`src/shared/wsc_pkg.sv`:
```
// Notes on behaviour
// - Service register: window select 7:6, key 5:1, clock-monitor select 0.
// - Every service write must carry key 01100 in bits 5 to 1.
// - Lower window limit is 2048 cycles for every window selection.
// - Upper limit from bits 7:6: 8k, 16k, 32k or 64k cycles.
// - Bit 0 written 1 enables the clock monitor, 0 disables it.
// - Both detectors inhibited in reset; afterwards max window, monitor enabled.
// - Only the first keyed write after reset configures, irrevocably.
// - Later writes compare bits 7 to 0 with stored values; mismatch errs.
// - Service before lower limit errs; each service restarts the window.
// - Missing a service before the upper limit raises a fault.
// - The first configuring write also counts as a service.
// - Fault drives pin low, holds 16-32 cycles after pin reads low.
// - Window restarts when the fault pin returns high.
// - Service writes are ignored while the fault is active.
// - Clock error drives pin low; released 16-32 cycles after recovery.
// - Monitor accepts 10 kHz or more, always rejects below 10 Hz.
// - Reads of the service register return zeros in the key field.
// - Window detector stops in halt and idle; clock monitor runs in idle, stops counting in halt.
// - After halt: resume if RC option and no clock delay, else restart.
// - Leaving idle performs an automatic service.
// - Idle counter not reset; tick pending set every 4096 cycles, software clears.
// - Initial service may come anywhere in the 65536-cycle reset window.
// - Key, window and monitor fields must all match or a fault follows.
package wsc_pkg;
	localparam logic [7:0] SVC_OFS = 8'h00;
	localparam logic [7:0] CTRL_OFS = 8'h04;
	localparam logic [7:0] STAT_OFS = 8'h08;
	localparam int SVC_SEL_HI = 7;
	localparam int SVC_SEL_LO = 6;
	localparam int SVC_KEY_HI = 5;
	localparam int SVC_KEY_LO = 1;
	localparam int SVC_CME_BIT = 0;
	localparam int CTRL_CLOCK_DELAY_SELECT_BIT = 0;
	localparam int CTRL_TICK_BIT = 1;
	localparam logic [4:0] SVC_KEY = 5'h0C;
	localparam logic [1:0] SEL_RST = 2'h3;
	localparam logic CME_RST = 1'b1;
	localparam logic CLOCK_DELAY_SELECT_RST = 1'b0;
	// RC oscillator mask option is fitted in this build
	localparam logic RC_OSC_FITTED = 1'b1;
	localparam logic [16:0] LOWER_CYC = 17'h0_0800;
	localparam logic [16:0] UPPER_BASE_CYC = 17'h0_2000;
	localparam logic [4:0] FLT_HOLD_CYC = 5'h10;
	localparam int IDLE_TICK_BIT = 12;
	localparam int CLK_HZ = 10_000_000;
	localparam int REF_PERIOD_US = 1000;
	localparam int CM_MIN_HZ = 10_000;
	// Half the nominal count at 10 kHz, so phase jitter never rejects it
	localparam logic [7:0] CM_MIN_CYC =
		8'((REF_PERIOD_US * (CM_MIN_HZ / 1000)) / 2000);
	localparam logic [1:0] HTRANS_NONSEQ = 2'h2;

	typedef enum {FLT_IDLE, FLT_PULL, FLT_HOLD, FLT_WAIT_HIGH} wsc_flt_e;

	typedef struct packed {
		logic hsel;
		logic [31:0] haddr;
		logic [1:0] htrans;
		logic hwrite;
		logic [2:0] hsize;
		logic [31:0] hwdata;
		logic hready;
	} wsc_ahb_req_s;

	typedef struct packed {
		logic [31:0] hrdata;
		logic hreadyout;
		logic hresp;
	} wsc_ahb_rsp_s;

	typedef struct packed {
		logic drv_out;
		logic drv_oe;
	} wsc_pin_s;
endpackage : wsc_pkg

```
`src/wsc_top.sv`:
```
// The AHB-Lite slave port and the placing of the registers were decided locally.
`timescale 1ns/1ns
module wsc_top (
	input wire logic core_clk,
	input wire logic arst_n,
	input wire wsc_pkg::wsc_ahb_req_s ahb_req,
	output wsc_pkg::wsc_ahb_rsp_s ahb_rsp,
	input wire logic halt_mode,
	input wire logic idle_mode,
	input wire logic ref_tick,
	input wire logic fault_pin_in,
	output wsc_pkg::wsc_pin_s fault_output,
	output logic idle_tick_pending
);
	import wsc_pkg::*;

	typedef struct packed {
		logic wr_pend;
		logic [7:0] wr_ofs;
		logic [31:0] hrdata;
		logic configured;
		logic lower_exempt;
		logic [1:0] sel;
		logic cme;
		logic clock_delay_select;
		logic [16:0] win_cnt;
		logic halt_d;
		logic idle_d;
		wsc_flt_e flt;
		logic [4:0] flt_cnt;
		logic [7:0] cm_cnt;
		logic cm_err;
		logic cm_hold;
		logic [4:0] cm_rel_cnt;
		logic tick_pend;
		logic drive;
	} wsc_state_s;

	wsc_state_s s_q;
	wsc_state_s s_d;

	// Free running, deliberately outside reset
	logic [15:0] idle_counter = 16'h0000;
	always_ff @(posedge core_clk) begin
		idle_counter <= idle_counter + 16'h0001;
	end

	logic addr_ok;
	logic wr_svc;
	logic wr_ctrl;
	logic svc_err;
	logic wd_err;
	logic idle_tick;
	logic [16:0] upper_lim;
	logic [7:0] wd8;
	logic [7:0] ofs;

	always_comb begin
		s_d = s_q;
		ofs = ahb_req.haddr[7:0];
		addr_ok = ahb_req.hsel && ahb_req.hready &&
			(ahb_req.htrans == HTRANS_NONSEQ);
		wd8 = ahb_req.hwdata[7:0];
		wr_svc = s_q.wr_pend && (s_q.wr_ofs == SVC_OFS);
		wr_ctrl = s_q.wr_pend && (s_q.wr_ofs == CTRL_OFS);
		upper_lim = UPPER_BASE_CYC << s_q.sel;
		svc_err = 1'b0;
		wd_err = 1'b0;
		idle_tick = (idle_counter[IDLE_TICK_BIT-1:0] == 12'hFFF);

		// Address phase; read data latched so it stands in the data phase
		s_d.wr_pend = addr_ok && ahb_req.hwrite;
		s_d.wr_ofs = ofs;
		s_d.hrdata = 32'h0000_0000;
		if (addr_ok && !ahb_req.hwrite) begin
			case (ofs)
				SVC_OFS: s_d.hrdata = {24'h00_0000, s_q.sel, 5'h00, s_q.cme};
				CTRL_OFS: s_d.hrdata = {30'h0000_0000, s_q.tick_pend, s_q.clock_delay_select};
				STAT_OFS: s_d.hrdata = {27'h000_0000, s_q.cm_err,
					s_q.drive, s_q.configured, s_q.flt != FLT_IDLE,
					s_q.lower_exempt};
				default: s_d.hrdata = 32'h0000_0000;
			endcase
		end

		if (wr_ctrl) begin
			s_d.clock_delay_select = wd8[CTRL_CLOCK_DELAY_SELECT_BIT];
		end

		// Window detector, inhibited in halt and idle
		s_d.halt_d = halt_mode;
		s_d.idle_d = idle_mode;
		if (halt_mode || idle_mode) begin
			s_d.win_cnt = s_q.win_cnt;
		end else if (s_q.halt_d) begin
			if (!(RC_OSC_FITTED && !s_q.clock_delay_select)) begin
				s_d.win_cnt = 17'h0_0000;
			end
		end else if (s_q.idle_d) begin
			s_d.win_cnt = 17'h0_0000;
		end else if (s_q.flt == FLT_IDLE) begin
			if (wr_svc) begin
				if (!s_q.configured) begin
					if (wd8[SVC_KEY_HI:SVC_KEY_LO] == SVC_KEY) begin
						s_d.configured = 1'b1;
						s_d.sel = wd8[SVC_SEL_HI:SVC_SEL_LO];
						s_d.cme = wd8[SVC_CME_BIT];
						s_d.lower_exempt = 1'b0;
						s_d.win_cnt = 17'h0_0000;
					end else begin
						svc_err = 1'b1;
					end
				end else if (wd8 != {s_q.sel, SVC_KEY, s_q.cme}) begin
					svc_err = 1'b1;
				end else if (s_q.win_cnt < LOWER_CYC && !s_q.lower_exempt) begin
					svc_err = 1'b1;
				end else begin
					s_d.win_cnt = 17'h0_0000;
					s_d.lower_exempt = 1'b0;
				end
			end else if (s_q.win_cnt >= upper_lim - 17'h0_0001) begin
				wd_err = 1'b1;
			end else begin
				s_d.win_cnt = s_q.win_cnt + 17'h0_0001;
			end
		end
		// Service writes during an active fault fall through untouched

		case (s_q.flt)
			FLT_IDLE: begin
				if (svc_err || wd_err) begin
					s_d.flt = FLT_PULL;
				end
			end
			FLT_PULL: begin
				s_d.flt_cnt = 5'h00;
				if (!fault_pin_in) begin
					s_d.flt = FLT_HOLD;
				end
			end
			FLT_HOLD: begin
				s_d.flt_cnt = s_q.flt_cnt + 5'h01;
				if (s_q.flt_cnt == FLT_HOLD_CYC - 5'h01) begin
					s_d.flt = FLT_WAIT_HIGH;
				end
			end
			FLT_WAIT_HIGH: begin
				if (fault_pin_in) begin
					s_d.flt = FLT_IDLE;
					s_d.win_cnt = 17'h0_0000;
				end
			end
			default: s_d.flt = FLT_IDLE;
		endcase

		// Clock monitor: instruction cycles stop in halt, so halt starves it
		if (ref_tick) begin
			s_d.cm_cnt = 8'h00;
			s_d.cm_err = s_q.cme && (s_q.cm_cnt < CM_MIN_CYC);
		end else if (!halt_mode && s_q.cm_cnt != 8'hFF) begin
			s_d.cm_cnt = s_q.cm_cnt + 8'h01;
		end
		if (!s_q.cme) begin
			s_d.cm_err = 1'b0;
		end
		if (s_q.cm_err) begin
			s_d.cm_hold = 1'b1;
			s_d.cm_rel_cnt = 5'h00;
		end else if (s_q.cm_hold) begin
			s_d.cm_rel_cnt = s_q.cm_rel_cnt + 5'h01;
			if (s_q.cm_rel_cnt == FLT_HOLD_CYC - 5'h01) begin
				s_d.cm_hold = 1'b0;
			end
		end

		s_d.drive = (s_d.flt == FLT_PULL) || (s_d.flt == FLT_HOLD) ||
			s_d.cm_err || s_d.cm_hold;

		// Set wins over a software clear in the same cycle
		if (wr_ctrl && wd8[CTRL_TICK_BIT]) begin
			s_d.tick_pend = 1'b0;
		end
		if (idle_tick) begin
			s_d.tick_pend = 1'b1;
		end
	end

	always_ff @(posedge core_clk or negedge arst_n) begin
		if (!arst_n) begin
			s_q <= '0;
			s_q.sel <= SEL_RST;
			s_q.cme <= CME_RST;
			s_q.clock_delay_select <= CLOCK_DELAY_SELECT_RST;
			s_q.lower_exempt <= 1'b1;
			s_q.flt <= FLT_IDLE;
		end else begin
			s_q <= s_d;
		end
	end

	assign ahb_rsp.hrdata = s_q.hrdata;
	assign ahb_rsp.hreadyout = 1'b1;
	assign ahb_rsp.hresp = 1'b0;
	assign fault_output.drv_out = 1'b0;
	assign fault_output.drv_oe = s_q.drive;
	assign idle_tick_pending = s_q.tick_pend;
endmodule : wsc_top

```
`config.mk`:
```
export PLATFORM = sky130hd
export DESIGN_NAME = wsc_top
export DESIGN_NICKNAME = d
export VERILOG_FILES = /design/src/shared/wsc_pkg.sv /design/src/wsc_top.sv
export SDC_FILE = /design/constraint.sdc
export NUM_CORES = 1
export LEC_CHECK = 0
export ABC_AREA = 1
export ABC_CLOCK_PERIOD_IN_PS = 4300
export BUFFER_PORTS_ARGS = -buffer_cell sky130_fd_sc_hd__buf_2
export CAP_MARGIN = 15
export CORE_MARGIN = 1.5
export CORE_UTILIZATION = 59
export DETAILED_ROUTE_END_ITERATION = 12
export PLACE_DENSITY = 0.85
export SYNTH_ARGS = -nofsm -noshare
export SYNTH_HDL_FRONTEND = slang
export SYNTH_SLANG_ARGS = --single-unit
```
`constraint.sdc`:
```
create_clock -name core_clk -period 4.3 [get_ports core_clk]
set_input_delay 0.215 -clock core_clk [delete_from_list [all_inputs] [get_ports core_clk]]
set_output_delay 0.215 -clock core_clk [all_outputs]
set_load 0.05 [all_outputs]
```
==> implementation parameters <==
Parameter                              Value

Outcome
  Run status ... complete, no violations

Global route
  Remaining global-route overflow ... 0
  GR Util met1 ... 29.05%
  Number of antenna violations at the first check in global routing ... 0
  Most Used Layer, Global Route ... met2
  First-pass GRT wire length ... 19.62 mm
  Overall routing resource usage ... 24.24%
  Met3 track demand over resource in global routing ... 3.537%
  M2 GR Usage ... 42.72%
  Largest net degree at the start of global routing ... 69
  Vias in the first global route ... 4700

Power
  NetSw ... 0.7395 mW
  Int Power ... 1.449 mW
  Power share of the combinational group ... 18.5%
  Switching share of total power ... 33.79%
  Pwr Density ... 355.1 nW/um2
  Fraction of power consumed by the clock network ... 28.4%
  Largest voltage drop on the vdd net ... 0.2130 mV
  Leakage Power ... 2.872 nW
  Total power of the final layout ... 2.188 mW
  Seq pwr share ... 53.1%

Route
  DRC violation count after routing ... 0
  Routed wire length ... 11.61 mm
  Via/cell ratio ... 5.375
  Routed wire per std cell ... 12.87 um
  Number of DRC markers in iteration 0 ... 327
  Vias ... 4848
  Number of iterations in the first detailed-routing pass ... 6
  Number of routed nets with antenna violations ... 0

Logic synthesis
  Number of synthesized register bits ... 107
  Synth Cell Area ... 5642 um2
  Cell types occupying the most area after synthesis ... dfrtp_1 (40%), nand2_1 (8.1%), nor2_1 (5.8%)
  Top cell type's share of synthesized area ... 40.36%
  Synth area leader ... dfrtp_1
  Top cell types by occurrence after synthesis ... nand2_1 (121), dfrtp_1 (91), nor2_1 (87)
  Main flop type after synthesis ... dfrtp_1
  Avg Cell Area, Syn ... 8.002 um2
  Number of flops mapped to enable cells by yosys ... 0
  Count of cell types in the netlist ... 45
  Library cell with the highest instance count after synthesis ... nand2_1
  Synth Instances ... 705
  Share of synthesized area occupied by flip-flops and latches ... 46.48%
  Number of warnings reported in the yosys synthesis log ... 0
  Share of synthesized flip-flops with an asynchronous set or reset ... 88.79%

Die
  Die H ... 100.8 um
  I/O Pins ... 115
  Placement Rows ... 35
  Chip Width ... 100.8 um
  Die Footprint ... 10160 um2
  CORE AREA ... 9240 um2
  Initial cell density of the core ... 61.06%

STA
  Relative slew slack ... 44.46%
  Final clock skew ... 0.01472 ns
  Hold violation total from the final report ... 0
  Final period util ... 59.65%
  Time the final worst path needs with I/O delays and setup ... 2.565 ns
  Count of endpoints failing setup in the final report ... 0
  Measured slew at the worst slew-check pin ... 0.8331 ns
  Setup repair after global routing missed its margin ... false
  Number of max-slew violations in the final report ... 0
  Setup TNS ... 0 ns
  Maximum clock frequency ... 0.3899 GHz

Worst setup path
  Category of the most critical setup path ... flip-flop to flip-flop
  Kind of launch point of the worst setup path ... flip-flop
  Critical Path AT ... 2.87 ns
  Worst EP required ... 4.61 ns
  Largest driver fanout on the critical path ... 22
  Critical path capture point type ... flip-flop

Placement
  Total of buffers placed on input and output ports ... 35
  DP HPWL ... 8.178 mm
  Routability cong. ... 0.9853

Layout
  Number of inserted diodes ... 0
  Fillers ... 736
  Number of nets in the finished design ... 858
  Layout overhead on the synthesized area ... 9.226%
  Fraction of final layout cells sized beyond drive strength 1 ... 10.35%

Clocking
  Post-CTS Setup Bufs ... 0
  Clock Pin Slew Worst Setup and Hold Paths ... 0.11 ns
  # clock sinks ... 107
  Number of CTS-inserted buffers ... 9
  Clock root buffer master ... clkbuf_8
  Insertion delay to the later sink of the worst-skew pair ... 0.38 ns
  Buffer levels on the longest clock path ... 2
  Post-CTS Hold Buffers ... 10
  Clock tree from TritonCTS ... built
  CTS resizes ... 0
  CTS HTree Levels ... 3

Hold path
  Kind of path behind the tightest hold check ... primary input to flip-flop

Job
  Max-capacitance violation count ... 0
worst max-delay path: stages, from the launching register on:
cell and delay [ns]:
dfstp_2 0.58, inv_1 0.09, ha_1 0.31, a21oi_1 0.19, o21a_1 0.16, nand2_1 0.09
nor2_4 0.45, nand3_1 0.18, o21ai_0 0.19, nand3_1 0.10, a21oi_1 0.16
state kept, by name, indices dropped and copies added, names as in the netlist:
signal and count:
ahb_rsp 7, fault_output 1, idle_counter 12, idle_tick_pending 1, s_q 86
cell usage in the layout, fill, tap and decap left out, types with 16 or more instances in the layout:
| master | synthesis | final |
|---|---|---|
| inv_1 | 78 | 78 |
| a21oi_1 | 36 | 36 |
| a31oi_1 | 16 | 16 |
| nor2_1 | 87 | 87 |
| nand2_1 | 121 | 121 |
| o21ai_0 | 42 | 42 |
| dfrtp_1 | 91 | 91 |
| nand3_1 | 56 | 56 |
| conb_1 | 2 | 59 |
| nor3_1 | 26 | 26 |
| buf_2 | 4 | 34 |
stage by stage:
step | hold slack [ns] | cell area (um2) | setup slack (ns) | std cells | util, %
floorplan | -0.08059 | 5856 | 2.259 | 762 | -
global placement | 0.3384 | 5859 | 1.884 | 876 | 63.41
detailed placement | 0.3385 | 5859 | 1.779 | 876 | 63.41
CTS | 0.006353 | 6162 | 1.741 | 902 | 66.69
global route | 0.01014 | 6162 | 1.506 | 902 | 66.69
finish | 0.01685 | 6162 | 1.735 | 902 | 66.69
routing by layer:
| layer | wire length (um) | vias up | part of all wire [%] |
|---|---|---|---|
| li1 | - | 2343 | - |
| met1 | 4714 | 2252 | 41 |
| met2 | 5794 | 228 | 50 |
| met3 | 862 | 25 | 7.4 |
| met4 | 235 | 0 | 2.0 |
| met5 | 0 | - | 0 |
layout make-up:
cell class                 instances  area (um2)  share of cell area [%]
timing repair buffer              47       292.8                   4.751
clock buffer                      10       137.6                   2.234
multi-input combinational        524        2586                   41.97
sequential                       107        2623                   42.56
clock inverter                     6       65.06                   1.056
tap                              129       161.4                   2.619
inverter                          79       296.5                   4.812
logic make-up after synthesis:
family,Yosys count,share of synthesized area (%)
simple gates,326,25.84
fa+ha+maj,12,2.661
flops,107,46.48
buf+inv,131,11.47
compound gates,116,11.71
other cells,2,0.1331
xor+xnor,11,1.708
worst paths after layout:
path / start / endpoint / slack [ns] / cells after the start
worst max register to register: s_q[76]$_DFFE_PN1P_ / s_q[66]$_DFF_PN0_ / 1.74 / 10
min in group asynchronous: arst_n / s_q[116]$_DFF_PN0_ / 0.45 / 2
worst min register to register: idle_counter[0]$_DFF_P_ / idle_counter[0]$_DFF_P_ / 0.41 / 1
max in group asynchronous: arst_n / s_q[75]$_DFFE_PN1P_ / 2.91 / 3
worst max-delay path: s_q[76]$_DFFE_PN1P_ / s_q[66]$_DFF_PN0_ / 1.74 / 10
worst min-delay path: halt_mode / s_q[55]$_DFF_PN0_ / 0.02 / 1
power by group through the flow:
| stage | combinational [mW] | sequential, mW | clock (mW) |
|---|---|---|---|
| after floorplan | 0.344 | 1.15 | 0 |
| after global placement | 0.372 | 1.17 | 0 |
| after detailed placement | 0.393 | 1.18 | 0 |
| after CTS | 0.402 | 1.16 | 0.638 |
| after global routing | 0.455 | 1.17 | 0.662 |
| final | 0.404 | 1.16 | 0.622 |
(Power assumes the default switching activity.)
